===== src/include/irq_unit_pkg.sv =====
`default_nettype none
package irq_unit_pkg;
  // Register addressing: module specifier and index within module
  localparam logic [3:0]  MOD_SYS      = 4'h8;
  localparam logic [3:0]  MOD_VEC      = 4'hd;
  localparam logic [4:0]  IDX_CTRL     = 5'h05;
  localparam logic [4:0]  IDX_MASK     = 5'h06;
  localparam logic [4:0]  IDX_IDENT    = 5'h0b;
  localparam logic [4:0]  IDX_VECTOR   = 5'h02;
  // Reset values
  localparam logic [15:0] VECTOR_RST   = 16'h0000;
  localparam logic [7:0]  BYTE_RST     = 8'h00;
  // Control field positions
  localparam int          GIE_BIT      = 0;
  localparam int          SERVICE_BIT  = 1;
  localparam int          SPARE_BIT    = 5;
  // Module mask / identification bit positions
  localparam int          SYS_BIT      = 7;
  localparam int          M0_BIT       = 0;
  localparam int          M1_BIT       = 1;
  localparam int          M2_BIT       = 2;
  localparam int          M3_BIT       = 3;
  localparam int          M5_BIT       = 5;
  // Source numbering: externals first, then internal events
  localparam int          N_EXT        = 8;
  localparam int          N_INT        = 27;
  localparam int          N_SRC        = N_EXT + N_INT;
  localparam int          SRC_WDOG     = 8;
  localparam int          SRC_SCHED    = 20;
  localparam int          SRC_UART     = 25;
  localparam int          SRC_ANALOG   = 28;
  // Hardware return stack
  localparam int          STACK_DEPTH  = 16;
  localparam int          STACK_W      = 16;
  // Crystal warm-up after stop, in microseconds (plain default)
  localparam int          CLK_NS       = 8;
  localparam int          WARMUP_US    = 1000;
  localparam int          WARMUP_CYC   = WARMUP_US * 1000 / CLK_NS;

  // Stop-mode sequencer states
  typedef enum logic [2:0] {
    ST_RUN    = 3'b001,
    ST_HALT   = 3'b010,
    ST_WARM   = 3'b100
  } stop_state_t;

  // Register port request from the core
  typedef struct packed {
    logic        wr;
    logic        rd;
    logic [3:0]  modsel;
    logic [4:0]  idx;
    logic [15:0] wdata;
  } reg_req_t;

  // Which module mask bit gates a given source
  function automatic int src_mask_bit(input int s);
    if (s < N_EXT) return M0_BIT;
    if (s == SRC_WDOG) return SYS_BIT;
    if (s < SRC_SCHED) return M2_BIT;
    if (s < SRC_UART) return M1_BIT;
    if (s < SRC_ANALOG) return M3_BIT;
    return M5_BIT;
  endfunction : src_mask_bit
endpackage : irq_unit_pkg
`default_nettype wire


===== src/rtl/single_vector_interrupt_unit.sv =====
`timescale 1ns/1ps
`default_nettype none
module single_vector_interrupt_unit
  import irq_unit_pkg::*;
#(
  parameter int WARMUP_CYCLES = WARMUP_CYC  // Shorten in simulation
) (
  input  wire logic                clk,
  input  wire logic                rstn,
  input  wire reg_req_t            reg_req,
  output logic [15:0]              reg_rdata,
  input  wire logic [N_EXT-1:0]    ext_pin,
  input  wire logic [N_INT-1:0]    int_event,
  input  wire logic [N_SRC-1:0]    src_enable,
  input  wire logic [N_SRC-1:0]    flag_clear,
  input  wire logic                irq_take,
  input  wire logic [15:0]         ret_addr_in,
  input  wire logic                return_from_handler_instr,
  input  wire logic                stop_set,
  input  wire logic                xtal_wait,
  output logic                     irq_req,
  output logic [15:0]              vector_pc,
  output logic [15:0]              ret_addr_out,
  output logic [N_SRC-1:0]         flags,
  output logic                     clocks_halted,
  output logic                     on_rc_osc
);

  localparam int SPW = $clog2(STACK_DEPTH);
  localparam int WCW = $clog2(WARMUP_CYCLES + 1);

  logic [N_EXT-1:0]   ext_s1;         // First synchroniser stage
  logic [N_EXT-1:0]   ext_s2;         // Second stage
  logic [N_EXT-1:0]   ext_s3;         // Delayed copy for edge detect
  logic [N_EXT-1:0]   ext_rise;       // One-cycle external event
  logic [N_SRC-1:0]   events;         // All source events
  logic [N_SRC-1:0]   src_gate;       // Module mask seen per source
  logic [N_SRC-1:0]   pend;           // Fully enabled pending flags
  logic [7:0]         module_mask;    // Module mask register
  logic               global_irq_enable;
  logic               in_service_flag;
  logic               control_bit5_field;
  logic [7:0]         source_identification;
  logic [7:0]         next_ident;
  logic [15:0]        handler_vector;
  logic [15:0]        stack_mem [STACK_DEPTH];
  logic [SPW-1:0]     sp;             // Next free stack slot
  stop_state_t        stop_state;
  logic [WCW-1:0]     warm_cnt;
  logic               wake;
  logic               ctrl_wr;
  logic               mask_wr;
  logic               vec_wr;
  logic [15:0]        bottom_push;    // Copy of stack slot 0 for the return check

  // Write strobes per register; reads decode in the read port
  // Unmapped writes match none of these and are dropped
  assign ctrl_wr = reg_req.wr && reg_req.modsel == MOD_SYS && reg_req.idx == IDX_CTRL;
  assign mask_wr = reg_req.wr && reg_req.modsel == MOD_SYS && reg_req.idx == IDX_MASK;
  assign vec_wr  = reg_req.wr && reg_req.modsel == MOD_VEC && reg_req.idx == IDX_VECTOR;

  // Pins come from outside the clock domain: two flops first
  always_ff @(posedge clk or negedge rstn) begin
    if (!rstn) begin
      ext_s1 <= '0;
      ext_s2 <= '0;
      ext_s3 <= '0;
    end else begin
      ext_s1 <= ext_pin;
      ext_s2 <= ext_s1;
      ext_s3 <= ext_s2;
    end
  end

  // Rising edge only; polarity selection lives in the port logic
  assign ext_rise = ext_s2 & ~ext_s3;
  // Internal events: watchdog, timers, SPI, UART, LIN, analog, supply
  assign events = {int_event, ext_rise};

  // Sticky flags; a new event beats a clear in the same cycle
  always_ff @(posedge clk or negedge rstn) begin
    if (!rstn) begin
      flags <= '0;
    end else begin
      flags <= (flags & ~flag_clear) | events;
    end
  end

  // Map each source to its module mask bit
  genvar g;
  generate
    for (g = 0; g < N_SRC; g++) begin : g_src
      assign src_gate[g] = module_mask[src_mask_bit(g)];
    end
  endgenerate

  // Disabled sources still flag but never reach pend
  assign pend = flags & src_enable & src_gate;

  // Control register: global enable, in-service, spare field
  always_ff @(posedge clk or negedge rstn) begin
    if (!rstn) begin
      global_irq_enable  <= 1'b0;
      control_bit5_field <= 1'b0;
    end else if (ctrl_wr) begin
      global_irq_enable  <= reg_req.wdata[GIE_BIT];
      control_bit5_field <= reg_req.wdata[SPARE_BIT];
    end
  end

  // In-service: set on take, cleared by return; take wins
  always_ff @(posedge clk or negedge rstn) begin
    if (!rstn) begin
      in_service_flag <= 1'b0;
    end else if (irq_take) begin
      in_service_flag <= 1'b1;
    end else if (return_from_handler_instr) begin
      in_service_flag <= 1'b0;
    end else if (ctrl_wr) begin
      in_service_flag <= reg_req.wdata[SERVICE_BIT];
    end
  end

  // Module mask register
  always_ff @(posedge clk or negedge rstn) begin
    if (!rstn) begin
      module_mask <= BYTE_RST;
    end else if (mask_wr) begin
      module_mask <= reg_req.wdata[7:0];
    end
  end

  // Single shared vector for every source
  always_ff @(posedge clk or negedge rstn) begin
    if (!rstn) begin
      handler_vector <= VECTOR_RST;
    end else if (vec_wr) begin
      handler_vector <= reg_req.wdata;
    end
  end
  assign vector_pc = handler_vector;

  // One request line; nested interrupts blocked while in service
  always_ff @(posedge clk or negedge rstn) begin
    if (!rstn) begin
      irq_req <= 1'b0;
    end else begin
      irq_req <= global_irq_enable && !in_service_flag && (|pend)
                 && stop_state == ST_RUN && !irq_take;
    end
  end

  // Which modules hold an enabled, flagged source
  always_comb begin
    next_ident = BYTE_RST;
    for (int i = 0; i < N_SRC; i++) begin
      if (flags[i] && src_enable[i]) begin
        next_ident[src_mask_bit(i)] = 1'b1;
      end
    end
  end

  // Registered so a read never sees a half-updated module set
  always_ff @(posedge clk or negedge rstn) begin
    if (!rstn) begin
      source_identification <= BYTE_RST;
    end else begin
      source_identification <= next_ident;
    end
  end

  // Stack pointer wraps like the core stack; no overflow trap
  always_ff @(posedge clk or negedge rstn) begin
    if (!rstn) begin
      sp           <= '0;
      ret_addr_out <= VECTOR_RST;
    end else if (irq_take) begin
      sp <= sp + SPW'(1);
    end else if (return_from_handler_instr) begin
      sp           <= sp - SPW'(1);
      ret_addr_out <= stack_mem[sp - SPW'(1)];
    end
  end

  // Stack storage holds data only, so it carries no reset
  always_ff @(posedge clk) begin
    if (irq_take) begin
      stack_mem[sp] <= ret_addr_in;
    end
    // Bottom slot shadow; data only, like the stack itself
    if (irq_take && sp == '0) begin
      bottom_push <= ret_addr_in;
    end
  end

  // Enabled external interrupt wakes from stop
  assign wake = |(ext_rise & src_enable[N_EXT-1:0]) && module_mask[M0_BIT];

  // Stop sequencer; this logic sits on the always-on clock
  always_ff @(posedge clk or negedge rstn) begin
    if (!rstn) begin
      stop_state <= ST_RUN;
      warm_cnt   <= '0;
    end else begin
      unique case (stop_state)
        ST_RUN: begin
          if (stop_set) begin
            stop_state <= ST_HALT;
          end else if (warm_cnt != '0) begin
            warm_cnt <= warm_cnt - WCW'(1);
          end
        end
        ST_HALT: begin
          if (wake) begin
            warm_cnt   <= WCW'(WARMUP_CYCLES);
            stop_state <= xtal_wait ? ST_WARM : ST_RUN;
          end
        end
        ST_WARM: begin
          if (warm_cnt == WCW'(1)) begin
            warm_cnt   <= '0;
            stop_state <= ST_RUN;
          end else begin
            warm_cnt <= warm_cnt - WCW'(1);
          end
        end
      endcase
    end
  end

  // Halt indication and RC-run indication as registered outputs
  always_ff @(posedge clk or negedge rstn) begin
    if (!rstn) begin
      clocks_halted <= 1'b0;
      on_rc_osc     <= 1'b0;
    end else begin
      clocks_halted <= stop_state != ST_RUN;
      on_rc_osc     <= stop_state == ST_RUN && warm_cnt != '0;
    end
  end

  // Read port, registered; unmapped reads return zero
  always_ff @(posedge clk or negedge rstn) begin
    if (!rstn) begin
      reg_rdata <= '0;
    end else if (reg_req.rd) begin
      reg_rdata <= '0;
      if (reg_req.modsel == MOD_SYS && reg_req.idx == IDX_CTRL) begin
        reg_rdata[GIE_BIT]  <= global_irq_enable;
        reg_rdata[SERVICE_BIT] <= in_service_flag;
        reg_rdata[SPARE_BIT]   <= control_bit5_field;
      end else if (reg_req.modsel == MOD_SYS && reg_req.idx == IDX_MASK) begin
        reg_rdata[7:0] <= module_mask;
      end else if (reg_req.modsel == MOD_SYS && reg_req.idx == IDX_IDENT) begin
        reg_rdata[7:0] <= source_identification;
      end else if (reg_req.modsel == MOD_VEC && reg_req.idx == IDX_VECTOR) begin
        reg_rdata <= handler_vector;
      end
    end
  end

  // Checks kept beside the logic they guard
  a_req_needs_gie: assert property (@(posedge clk) disable iff (!rstn)
    irq_req |-> $past(global_irq_enable) && $past(|pend))
    else $error("request without enable or pending flag");

  a_flag_sticky_set: assert property (@(posedge clk) disable iff (!rstn)
    events[0] |=> flags[0])
    else $error("event did not set its flag");

  a_clear_drops_req: assert property (@(posedge clk) disable iff (!rstn)
    (|flag_clear && (flags & ~flag_clear) == '0 && events == '0) |-> ##2 !irq_req)
    else $error("request stayed after full clear");

  a_vector_reset: assert property (@(posedge clk) disable iff (!rstn)
    $rose(rstn) |-> vector_pc == VECTOR_RST)
    else $error("vector not zero after reset");

  a_vec_write: assert property (@(posedge clk) disable iff (!rstn)
    vec_wr |=> vector_pc == $past(reg_req.wdata))
    else $error("vector write lost");

  a_ident_ext: assert property (@(posedge clk) disable iff (!rstn)
    (|(flags[N_EXT-1:0] & src_enable[N_EXT-1:0])) |=> source_identification[M0_BIT])
    else $error("identification misses module 0");

  a_stack_round: assert property (@(posedge clk) disable iff (!rstn)
    (return_from_handler_instr && !irq_take && sp == SPW'(1)) |=> ret_addr_out == bottom_push)
    else $error("popped address differs from pushed");

  a_no_req_halted: assert property (@(posedge clk) disable iff (!rstn)
    stop_state == ST_HALT |=> !irq_req)
    else $error("request while stopped");

  a_wake_leaves: assert property (@(posedge clk) disable iff (!rstn)
    (stop_state == ST_HALT && wake) |=> stop_state != ST_HALT)
    else $error("enabled external interrupt did not wake");

  a_rc_resume: assert property (@(posedge clk) disable iff (!rstn)
    (stop_state == ST_HALT && wake && !xtal_wait) |=> ##1 on_rc_osc)
    else $error("no immediate resume on RC");

  a_ins_blocks: assert property (@(posedge clk) disable iff (!rstn)
    in_service_flag |=> !irq_req)
    else $error("request while in service");

  a_take_drops_req: assert property (@(posedge clk) disable iff (!rstn)
    irq_take |=> !irq_req)
    else $error("request stayed after take");

  a_warm_on_xtal: assert property (@(posedge clk) disable iff (!rstn)
    (stop_state == ST_HALT && wake && xtal_wait) |=> stop_state == ST_WARM)
    else $error("no crystal warm-up after wake");

  a_halt_holds: assert property (@(posedge clk) disable iff (!rstn)
    (stop_state == ST_HALT && !wake) |=> stop_state == ST_HALT)
    else $error("left stop without enabled external interrupt");

  a_ident_system: assert property (@(posedge clk) disable iff (!rstn)
    (flags[SRC_WDOG] && src_enable[SRC_WDOG]) |=> source_identification[SYS_BIT])
    else $error("identification misses system module");

endmodule : single_vector_interrupt_unit
`default_nettype wire


===== config.mk =====
export PLATFORM = sky130hd
export DESIGN_NAME = single_vector_interrupt_unit
export DESIGN_NICKNAME = d
export VERILOG_FILES = /design/src/include/irq_unit_pkg.sv /design/src/rtl/single_vector_interrupt_unit.sv
export SDC_FILE = /design/constraint.sdc
export NUM_CORES = 1
export LEC_CHECK = 0
export BUFFER_PORTS_ARGS = -buffer_cell sky130_fd_sc_hd__buf_2
export CORE_ASPECT_RATIO = 0.5
export CORE_UTILIZATION = 51
export DETAILED_ROUTE_END_ITERATION = 8
export PLACE_DENSITY = 0.75
export SYNTH_ARGS = -nofsm -noshare
export SYNTH_HDL_FRONTEND = slang
export SYNTH_SLANG_ARGS = --single-unit

===== constraint.sdc =====
create_clock -name clk -period 2.9 [get_ports clk]
set_input_delay 0 -clock clk [delete_from_list [all_inputs] [get_ports clk]]
set_output_delay 0 -clock clk [all_outputs]
set_load 0.01 [all_outputs]

======== Yosys cells after proc, flatten, opt, wreduce, memory -nomap -nowiden ========
Memories as Yosys holds them, arrays and structs flattened. A register that Yosys moved wholly into a read port is not among the register bits.
Index checks and enable logic that the tools add are counted.
W data, S select, Z words.
operators by class
  magnitude comparators ................... 56
  shifts and indexed selects .............. 0
  add/subtract/negate cells ............... 3
  equality and inequality tests ........... 16
  bitwise gates (word level) .............. 36
  reductions and logical operators ........ 89
  multiplexer cells ....................... 401
  multipliers ............................. 0
  div/mod/pow operators ................... 0
operator list
  cell                     number
  $ge A32 B1 Y1 const B    28
  $lt A32 B5 Y1 const B    28
  $mux W32                 28
  $mux W3                  87
  $mux W8                  32
  $or A8 B8 Y8             27
  $mux W1                  215
  $and A35 B35 Y35         3
  $demux W1 S3             28
  $logic_and A1 B1 Y1      78
  $mux W17                 4
  $pmux W17 S3             1
  $not A35 Y35             1
  $or A35 B35 Y35          1
  $reduce_or A35 Y1        1
  $eq A17 B1 Y1 const B    1
  $reduce_bool A17 Y1      1
  $sub A17 B1 Y17 const B  1
  $and A8 B8 Y8            2
  $mux W16                 1
  $eq A5 B3 Y1 const B     2
  $mux W10                 1
  $pmux W3 S3              1
  $eq A4 B4 Y1 const B     2
  20 further kinds         27
word-level totals
  bits of input ports ..................... 154
  RAM bits ................................ 256
  ROM bits ................................ 0
  bits in latches ......................... 0
  memories kept ........................... 1
  word-level logic and storage cells ...... 619
  register bits after elaboration ......... 137
  output and inout bits ................... 86
memory list
  memory     depth  bits a word  read ports  clocked after Yosys merged registers in  wr ports  RTL line                            source
  stack_mem  16     16           1           1                                        1         single_vector_interrupt_unit.sv:46  logic [15:0] stack_mem [STACK_DEPTH];

======== Longest topological paths before layout ========
Gate-level depths: netlist (run 1).
  depth after elaboration ................. 82
  depth in mapped cells ................... 10
  gate-level depth less buffers ........... 8

======== Worst setup path before layout (run 1) ========
OpenSTA, ideal clock, no wires.
  path type ............................... register to register
  from .................................... register sp[0]
  to ...................................... register ret_addr_out[10] (read register of stack_mem)
  period minus slack after synthesis ...... 3.001 ns
  slack ................................... -0.101 ns
  stages on the path, launching flop included .. 11
  data required time ...................... 2.775 ns
  arrival time ............................ 2.876 ns
  buffers on the path ..................... 5
  library setup time ...................... 0.125 ns
  path through ............................ dfrtp_1 -> buf_6 -> buf_8 -> buf_6 -> inv_1 -> ha_1 -> clkbuf_1 -> clkbuf_1 -> mux4_2 -> mux4_2 -> mux2_2
on the way
  cells in the longest elaborated chain, start to end .. 1
ends and longest elaborated chain
  what                      RTL line                             source
  start: declaration        single_vector_interrupt_unit.sv:47   logic [SPW-1:0] sp;
  start signal: assignment  single_vector_interrupt_unit.sv:178  sp <= sp + SPW'(1);
  start signal: assignment  single_vector_interrupt_unit.sv:180  sp <= sp - SPW'(1);
  $sub A4 B1 Y4             single_vector_interrupt_unit.sv:181  ret_addr_out <= stack_mem[sp - SPW'(1)];
  end: declaration          single_vector_interrupt_unit.sv:23   output logic [15:0] ret_addr_out,
Every way passes these cells.
A chain may end at the register's enable or synchronous reset.

======== Worst setup path in the final report (run 1) ========
  from .................................... register warm_cnt[0]
  to ...................................... register warm_cnt[8]
on the way
  cells in the longest elaborated chain, start to end .. 4
  elaborated cells on any way between the ends .. 9
  those cells by class .................... add/sub (1); eq/ne (2); mux (4); reduce/logical (2)
ends and longest elaborated chain
  what                      RTL line                                                                  source
  start: declaration        single_vector_interrupt_unit.sv:49                                        logic [WCW-1:0] warm_cnt;
  start signal: assignment  single_vector_interrupt_unit.sv:210                                       warm_cnt <= warm_cnt - WCW'(1);
  start signal: assignment  single_vector_interrupt_unit.sv:215                                       warm_cnt <= WCW'(WARMUP_CYCLES);
  start signal: assignment  single_vector_interrupt_unit.sv:224                                       warm_cnt <= warm_cnt - WCW'(1);
  $sub A17 B1 Y17           single_vector_interrupt_unit.sv:210, single_vector_interrupt_unit.sv:224
  $mux W17                  single_vector_interrupt_unit.sv:209                                       end else if (warm_cnt != '0) begin
  $mux W17                  single_vector_interrupt_unit.sv:207                                       if (stop_set) begin
  $pmux W17 S3              single_vector_interrupt_unit.sv:205                                       unique case (stop_state)
Parallel ways exist; a longest one is shown, timed or not. The select of a mux whose other input is x is not followed.

==> results_dict.tcl, run 1 <==
set metrics [dict create \
    synth_edf_count 256 \
    path_class "flop to flop" \
    place_congestion 0.893 \
    instances_no_fill 1783 \
    synthArstFlopShare_pct 37.1 \
    cp_top_family "simple AND/OR/NAND/NOR gates" \
    seq_area_frac_synth_pct 71.1 \
    synth_mux_area_share_pct 14.2 \
    fin_ws_ns 0.345 \
    finalCritPeriodShare_pct 88.1 \
    route.detailed.drc 0 \
    die_x_um 254 \
    reg2reg_to "warm_cnt[8]" \
    synth-simple-area-share_pct 5.50 \
    avgSynthCellArea_um2 17.4 \
    place_inst 1589 \
    cts-root-buf "clkbuf_16" \
    crit_slowest_cell "nor3b_1" \
    hold_path_class "input port to flop" \
    dieHeight_um 128 \
    combPwrFrac_pct 30.3 \
    antenna_found_initial 1 \
    core_area_um2 30700 \
    synth.yosys.warnings 0 \
    cap_violations 0 \
    period_needed_ns 2.55 \
    tightest_slew_ns 0.810 \
    drt-vias-per-instance 5.73 \
    power.switching_w 0.00509 \
    cp_data_arrival_time_ns 3.01 \
    crit_buf_inv 1 \
    place_ws_ns 0.448 \
    max-slew-margin-rel_pct 45.8 \
    wl_per_cell_um 22.4 \
    netlist-cell-type-count 66 \
    clock.fmax_ghz 0.391 \
    r2r_start "warm_cnt[0]" \
    rsz0062_at_grt "no" \
    ios 240 \
    ctsResizeCount 0 \
    firstDrtPassIters 5 \
    grt_max_degree 80 \
    clock-sinks 407 \
    drt-total-wl_mm 40.0 \
    post_cts_buffers 0 \
    grt_pass1_wl_mm 59.8 \
    synthXorXnorAreaFrac_pct 0.272 \
    powerDensity_nw_per_um2 848 \
    leakagePower_nw 8.05 \
    dominantRegCellSynth "edfxtp_1" \
    cts_made_buffers 36 \
    synth_adder_area_share_pct 0.621 \
    holdBufCountCts 128 \
    synth_top_area_share_pct 47.7 \
    first_iter_violations 1043 \
    whs_path_depth 4 \
    nets 1494 \
    cpPeakStageDelay_ns 0.61 \
    ant_nets 0 \
    reg2reg_slack_ns 0.35 \
    placed_cell_area_um2 18000 \
    ir_worst_vdd_v 0.000771 \
    n_antenna_cell 0 \
    io_buffers 239 \
    worstPathCellList "inv_1 -> ha_1 -> nor3b_1 -> nand2_1 -> or4_1 -> or3_1 -> o21ai_1" \
    std_cell_rows 45 \
    grt_pass1_vias 10210 \
    synth_compound_area_share_pct 5.66 \
    slew_violations 0 \
    start_util_pct 52.6 \
    final-hold-violation-count 0 \
    synth_nets 1088 \
    p_sw_share_pct 29.3 \
    synth_top_family_by_area "multiplexers" \
    path_clk_slew_ns 0.06 \
    crit_path_end_kind "flop" \
    stdcell_area_um2 20500 \
    gr-total-overflow 0 \
    die_area_um2 32400 \
    ys_seq_elements 407 \
    synthTopCellsByArea "edfxtp_1, dfrtp_1, mux4_2" \
    timing.clock.skew_ns 0.0193 \
    r2r_cells 7 \
    place_hpwl_mm 23.7 \
    cp.required_ns 3.36 \
    nFillCells 1980 \
    ys_top_cells_by_count "edfxtp_1, dfrtp_1, mux4_2" \
    drive_above_1_share_pct 35.2 \
    p_int_w 0.0123 \
    syn_area_um2 16100 \
    utilization_pct 66.8 \
    fin_setup_tns_ns 0 \
    clockPowerShare_pct 27.9 \
    start_kind "flop" \
    status "finished, final reports clean" \
    path_max_fanout 6 \
    min-delay-start "reg_req[17]" \
    yosysMostFrequentCell "edfxtp_1" \
    min_to "control_bit5_field" \
    area_growth_syn_to_layout_pct 27.1 \
    cts_htree_levels 2 \
    cts_tree "done" \
    track_usage_pct 24.9 \
    clock_latency_ns 0.54 \
    synth_cells 926 \
    yosys.area.top_type "edfxtp_1" \
    finalSetupViolations 0 \
    num_vias 10213 \
    cts_buffer_depth 3 \
    seqPwrFrac_pct 41.8 \
]
-- worst reg2reg max path, delay by kind of cell (launching register included) --
| kind | cells | cell delay [ns] |
|---|---|---|
| flops | 1 | 0.43 |
| buf+inv | 1 | 0.15 |
| fa+ha+maj | 1 | 0.20 |
| simple gates | 4 | 1.61 |
| compound gates | 1 | 0.08 |
-- cell families (layout without fill, tap and decap cells) --
family          Yosys count  in the layout
flops                   407            407
fa+ha+maj                 8              8
mux                     124            124
simple gates            157            157
xor+xnor                  5              5
compound gates          131            131
buf+inv                  94            528
-- worst max-delay path by stage --
stage	startpoint	to	cells past startpoint
2_1_floorplan	sp[0]	ret_addr_out[10]	10
3_3_place_gp	sp[1]	ret_addr_out[13]	6
3_5_place_dp	sp[1]	ret_addr_out[0]	6
4_1_cts	sp[1]	ret_addr_out[2]	6
5_1_grt	warm_cnt[11]	stop_state[0]	6
6_report	warm_cnt[0]	warm_cnt[8]	7
-- placed cells by master (no fill, tap or decap), types with 7 or more instances in the layout --
cell	synthesis	layout
nand3_1	15	15
inv_1	60	60
a21o_1	27	27
edfxtp_1	256	256
ha_1	8	7
nor2_1	36	36
a21oi_1	22	22
nor3_1	9	7
nand2_1	32	32
mux4_2	80	80
clkbuf_16	0	37
and2_1	7	7
clkinv_2	0	11
mux2_2	42	42
dlygate4sd3_1	0	128
a22oi_1	20	20
nand3b_1	11	11
buf_4	2	31
o22ai_1	12	12
buf_2	6	238
o21ai_0	12	12
dfrtp_1	150	149
nand4_1	7	7
-- flip-flops by register name (all words and copies together), names as in the netlist, 3 cells and up --
register and count:
ext_s1 8, ext_s2 8, ext_s3 8, flags 35, module_mask 8, reg_rdata 16, ret_addr_out 16, source_identification 6
sp 4, stack_mem 256, stop_state 3, vector_pc 16, warm_cnt 17
-- layer usage --
metal / vias to the layer above / GRT usage [%] / share of wire [%]
met1: 5153 / 34.7 / 41
met4: 2 / 8.59 / 3.0
li1: 4414 / - / -
met3: 101 / 5.08 / 8.0
met5: - / 0 / 0.020
met2: 543 / 39.5 / 48
-- power by group through the flow --
stage	combinational (W)	sequential (W)	clock, W
floorplan	0.00373	0.00729	0
global route	0.00563	0.00733	0.00518
detailed placement	0.00509	0.00737	0
CTS	0.00528	0.00726	0.00493
finish	0.00526	0.00727	0.00485
global placement	0.00495	0.00734	0
-- layout make-up --
| type | count | area [µm²] | area share (%) |
|---|---|---|---|
| Sequential cell | 407 | 11500 | 56.0 |
| Multi-Input combinational cell | 425 | 4270 | 20.8 |
| Timing Repair Buffer | 402 | 2800 | 13.6 |
| Clock buffer | 47 | 1020 | 4.99 |
| Tap cell | 423 | 529 | 2.58 |
| Inverter | 60 | 225 | 1.10 |
| Clock inverter | 19 | 185 | 0.903 |
-- per-stage QoR --
stage	total power [W]	hold slack [ns]
2_1_floorplan	0.0110	-0.296
3_3_place_gp	0.0123	0.0793
3_5_place_dp	0.0125	0.0840
4_1_cts	0.0175	0.0113
5_1_grt	0.0182	0.0300
6_report	0.0174	0.0383
Note: power is estimated with default switching activity, not from simulation.
==> run 2, diff against run 1 <==
- CORE_MARGIN: not set -> 1.5
==> results_dict.tcl, run 2 (same netlist as run 1, synthesis figures left out) <==
set metrics [dict create \
    drt-vias-per-instance 5.80 \
    ir_worst_vdd_v 0.000586 \
    p_sw_share_pct 28.8 \
    first_iter_violations 1012 \
    clock-sinks 407 \
    top_usage_layer "met2" \
    multiInputGateArea_um2 4270 \
    regArea_um2 11500 \
    place_congestion 0.943 \
    rsz0062_at_grt "no" \
    max-slew-margin-rel_pct 38.4 \
    path_class "flop to flop" \
    post_cts_buffers 0 \
    clock_latency_ns 0.55 \
    clockPowerShare_pct 29.7 \
    nFillCells 1953 \
    clock.fmax_ghz 0.396 \
    cts_tree "done" \
    die_area_um2 32800 \
    hold_path_class "input port to async pin" \
    drive_above_1_share_pct 35.2 \
    final-hold-violation-count 0 \
    dieHeight_um 129 \
    finalCritPeriodShare_pct 87.0 \
    wl_per_cell_um 23.1 \
    fin_setup_tns_ns 0 \
    crit_path_end_kind "flop" \
    holdBufCountCts 128 \
    area_growth_syn_to_layout_pct 28.1 \
    largest_register_ffs 256 \
    cts_htree_levels 2 \
    place_hpwl_mm 24.6 \
    final_cell_mix "edfxtp_1, buf_2, dfrtp_1" \
    nets 1497 \
    start_kind "flop" \
    die_x_um 255 \
    track_usage_pct 25.2 \
    tightest_slew_ns 0.916 \
    n_antenna_cell 0 \
    use_met3_pct 5.62 \
    ant_nets 0 \
    start_util_pct 52.5 \
    leakagePower_nw 8.12 \
    finalSetupViolations 0 \
    layout_commonest_cell "edfxtp_1" \
    largest-register "stack_mem" \
    io_buffers 239 \
    std_cell_rows 45 \
    core_area_um2 30700 \
    period_needed_ns 2.52 \
    instances_no_fill 1785 \
    grtUsageMet2_pct 41.7 \
    grt_pass1_vias 10461 \
    num_vias 10349 \
    status "finished, final reports clean" \
    combPwrFrac_pct 29.8 \
    placed_cell_area_um2 18000 \
    reg_top3 "stack_mem: 256 flops, flags: 35 flops, warm_cnt: 17 flops" \
    ios 240 \
    slew_violations 0 \
    drt-total-wl_mm 41.2 \
    seqPwrFrac_pct 40.5 \
    firstDrtPassIters 6 \
    cap_violations 0 \
    stdcell_area_um2 20700 \
    path_clk_slew_ns 0.06 \
    cts_buffer_depth 3 \
    path_max_fanout 8 \
    cp.required_ns 3.37 \
    route.detailed.drc 0 \
    powerDensity_nw_per_um2 871 \
    cts-root-buf "clkbuf_16" \
    gr-total-overflow 0 \
    grt_max_degree 66 \
    cp_data_arrival_time_ns 2.99 \
    p_int_w 0.0128 \
    timing.clock.skew_ns 0.0331 \
    power_w 0.0180 \
    cts_made_buffers 36 \
    antenna_found_initial 0 \
    met1_usage_pct 33.7 \
    ctsResizeCount 0 \
    place_inst 1592 \
    grt_pass1_wl_mm 61.2 \
    power.switching_w 0.00518 \
]
[run 2: cell count changes in the layout (fill, tap and decap cells not counted)]
cell | previous run | this run
clkinv_2 | 11 | 2
bufinv_16 | 2 | 7
clkinv_1 | 2 | 1
clkbuf_1 | 4 | 6
inv_6 | 1 | 0
clkbuf_8 | 6 | 9
buf_4 | 31 | 34
[run 2: path summary, 6_finish.rpt]
kind / cells after the start / end / start / slack (ns)
max: 6 / stop_state[0] / warm_cnt[11] / 0.38
min: 2 / reg_rdata[10] / rstn / 0.03
max reg2reg: 6 / stop_state[0] / warm_cnt[11] / 0.38
min reg2reg: 0 / ext_s2[2] / ext_s1[2] / 0.35
max in group asynchronous: 3 / ext_s2[5] / rstn / 2.08
min in group clk: 5 / reg_rdata[3] / reg_req[19] / 0.03
[run 2: area by class of cell]
type                            count  area share (%)
Multi-Input combinational cell    425            20.7
Timing Repair Buffer              405            13.6
Tap cell                          423            2.56
Clock buffer                       52            5.19
Sequential cell                   407            55.5
Clock inverter                     13            1.34
Inverter                           60            1.09
[run 2: metrics by stage]
stage / setup WS [ns] / util [%] / hold WS (ns)
floorplan: 0.0279 / - / -0.296
global route: 0.211 / 67.2 / 0.0448
global placement: 0.548 / 58.7 / 0.0372
detailed placement: 0.434 / 58.7 / 0.0427
finish: 0.377 / 67.2 / 0.0262
CTS: 0.423 / 67.2 / 0.000365
[run 2: power groups by stage]
stage / sequential, W / clock [W] / combinational [W]
2_1_floorplan: 0.00729 / 0 / 0.00373
3_3_place_gp: 0.00735 / 0 / 0.00490
3_5_place_dp: 0.00737 / 0 / 0.00514
4_1_cts: 0.00727 / 0.00543 / 0.00535
5_1_grt: 0.00735 / 0.00567 / 0.00570
6_report: 0.00729 / 0.00535 / 0.00537
[run 2: layer usage]
metal	routed length, µm	share of wire (%)	vias to the layer above
met1	16000	39	5266
li1	-	-	4413
met2	20400	50	557
met5	0	0	-
met3	3560	8.6	113
met4	1230	3.0	0
[run 2: worst max-delay path, stage by stage (launching register included)]
cell           delay (ns)
dfrtp_1              0.45
nor4_1               0.48
nand4b_1             0.22
nor4_4               0.53
nor2_1               0.08
o22ai_1              0.14
dlygate4sd3_1        0.57
==> run 3, diff against run 2 <==
- ABC_AREA: not set -> 1
- CORE_UTILIZATION: 51 -> 52
- PLACE_DENSITY: 0.75 -> 0.76
==> results_dict.tcl, run 3 <==
set metrics [dict create \
    layout_commonest_cell "nand2_1" \
    area_growth_syn_to_layout_pct 25.5 \
    synth_adder_area_share_pct 0.590 \
    ant_nets 0 \
    fin_hold_ws_ns 0.0291 \
    firstDrtPassIters 8 \
    ios 240 \
    cts-root-buf "clkbuf_16" \
    track_usage_pct 28.7 \
    finalCritPeriodShare_pct 89.2 \
    utilization_pct 66.8 \
    die_x_um 258 \
    cap_violations 0 \
    holdBufCountCts 129 \
    synth_top_family_by_area "simple AND/OR/NAND/NOR gates" \
    cp_data_arrival_time_ns 3.06 \
    synth_compound_area_share_pct 9.09 \
    rsz0062_at_grt "no" \
    ys_top_cells_by_count "nand2_1, edfxtp_1, nor2_1" \
    powerDensity_nw_per_um2 924 \
    crit_path_end_kind "flop" \
    reg2reg_slack_ns 0.31 \
    cts_buffer_depth 3 \
    timing.clock.skew_ns 0.0210 \
    grt_max_degree 91 \
    status "finished, final reports clean" \
    synthTopCellsByArea "edfxtp_1, dfrtp_1, nand2_1" \
    core_area_um2 31900 \
    path_max_fanout 90 \
    std_cell_rows 46 \
    worstPathCellList "buf_4 -> buf_4 -> o21ai_0 -> o211ai_1 -> nand3_1 -> nand2_1 -> nand2_1 -> nand2_1" \
    place_hpwl_mm 28.8 \
    seq_area_frac_synth_pct 67.6 \
    drt-total-wl_mm 48.7 \
    tightest_slew_ns 0.909 \
    largest-register "stack_mem" \
    post_cts_buffers 0 \
    start_util_pct 53.2 \
    cpPeakStageDelay_ns 0.79 \
    clock_latency_ns 0.53 \
    wl_per_cell_um 20.1 \
    ctsResizeCount 0 \
    grt_pass1_vias 12947 \
    final-hold-violation-count 0 \
    fin_setup_tns_ns 0 \
    cp.required_ns 3.37 \
    cts_htree_levels 2 \
    first_iter_violations 1552 \
    gr-total-overflow 0 \
    dieHeight_um 131 \
    synthArstFlopShare_pct 37.1 \
    synth_cells 1583 \
    synth_mux_area_share_pct 0.531 \
    leakagePower_nw 9.18 \
    crit_path_frequent_cell "nand2_1" \
    avgSynthCellArea_um2 10.7 \
    slew_violations 0 \
    yosysMostFrequentCell "nand2_1" \
    antenna_found_initial 2 \
    yosys.area.top_type "edfxtp_1" \
    synthXorXnorAreaFrac_pct 0.841 \
    synth_nets 1745 \
    start_kind "flop" \
    max-slew-margin-rel_pct 39.4 \
    cts_tree "done" \
    drive_above_1_share_pct 18.3 \
    synth.yosys.warnings 0 \
    cp_top_family "buffers and inverters" \
    period_needed_ns 2.59 \
    drt-vias-per-instance 5.53 \
    final_cell_mix "nand2_1, edfxtp_1, buf_2" \
    synth_top_area_share_pct 45.3 \
    fin_ws_ns 0.313 \
    finalSetupViolations 0 \
    clock.fmax_ghz 0.387 \
    reg_top3 "stack_mem: 256 flops, flags: 35 flops, warm_cnt: 17 flops" \
    hold_path_class "input port to flop" \
    ir_worst_vdd_v 0.000609 \
    largest_register_ffs 256 \
    io_buffers 239 \
    path_class "flop to flop" \
    netlist-cell-type-count 35 \
    synth_edf_count 256 \
    route.detailed.drc 0 \
    path_clk_slew_ns 0.07 \
    crit_buf_inv 2 \
    ys_seq_elements 407 \
    clock-sinks 407 \
    place_congestion 0.901 \
    grt_pass1_wl_mm 73.4 \
    syn_area_um2 17000 \
    place_ws_ns 0.387 \
    nets 2129 \
    crit_slowest_cell "buf_4" \
    die_area_um2 33800 \
    synth-simple-area-share_pct 16.7 \
    dominantRegCellSynth "edfxtp_1" \
    num_vias 13427 \
    cts_made_buffers 37 \
]
## run 3: through the flow
stage / std cells / area, µm² / total power (W)
3_3_place_gp: 2231 / 18800 / 0.0144
3_5_place_dp: 2231 / 18800 / 0.0145
5_1_grt: 2429 / 21300 / 0.0208
4_1_cts: 2427 / 21300 / 0.0195
2_1_floorplan: 1583 / 17000 / 0.0124
6_report: 2430 / 21300 / 0.0197
## run 3: worst paths after layout
check,from,end,cells past startpoint
worst max register to register,sp[0],ret_addr_out[9],8
worst max-delay path,sp[0],ret_addr_out[9],8
worst min-delay path,reg_req[18],reg_rdata[1],7
worst min register to register,ext_s1[6],ext_s2[6],0
min in group asynchronous,rstn,reg_rdata[4],2
max in group asynchronous,rstn,sp[0],3
## run 3: layout make-up
| cell class | instances | area (µm²) |
|---|---|---|
| sequential | 407 | 11500 |
| fill | 2228 | 10600 |
| multi-input combinational | 986 | 4730 |
| timing repair buffer | 409 | 2890 |
| clock buffer | 58 | 1100 |
| tap | 432 | 541 |
| inverter | 126 | 474 |
| clock inverter | 9 | 78.8 |
| antenna | 3 | 7.51 |
## run 3: power by group
group	total, W	internal [W]	switching [W]
clock	0.00482	0.00270	0.00213
combinational	0.00757	0.00249	0.00508
sequential	0.00727	0.00687	0.000402
## run 3: cells by family after synthesis
logic type | Yosys count
AND/OR/NAND/NOR | 691
buffers and inverters | 190
multiplexers | 8
adder cells (fa/ha/maj) | 8
XOR/XNOR | 12
AO/OA/AOI/OAI | 267
flip-flops | 407
## run 3: routing by layer
layer	share of wire (%)	up-vias	track usage [%]
li1	-	6136	-
met1	40	6376	37.7
met2	47	753	47.0
met3	9.0	162	5.88
met4	4.2	0	13.0
met5	0	-	0
## run 3: tightest hold or removal path, cell delays in order
cell and delay, ns:
buf_2 0.12, nand3_1 0.08, nor2_1 0.06, nand3_1 0.06, nand4_1 0.09, nand2_1 0.07, nand2_1 0.04
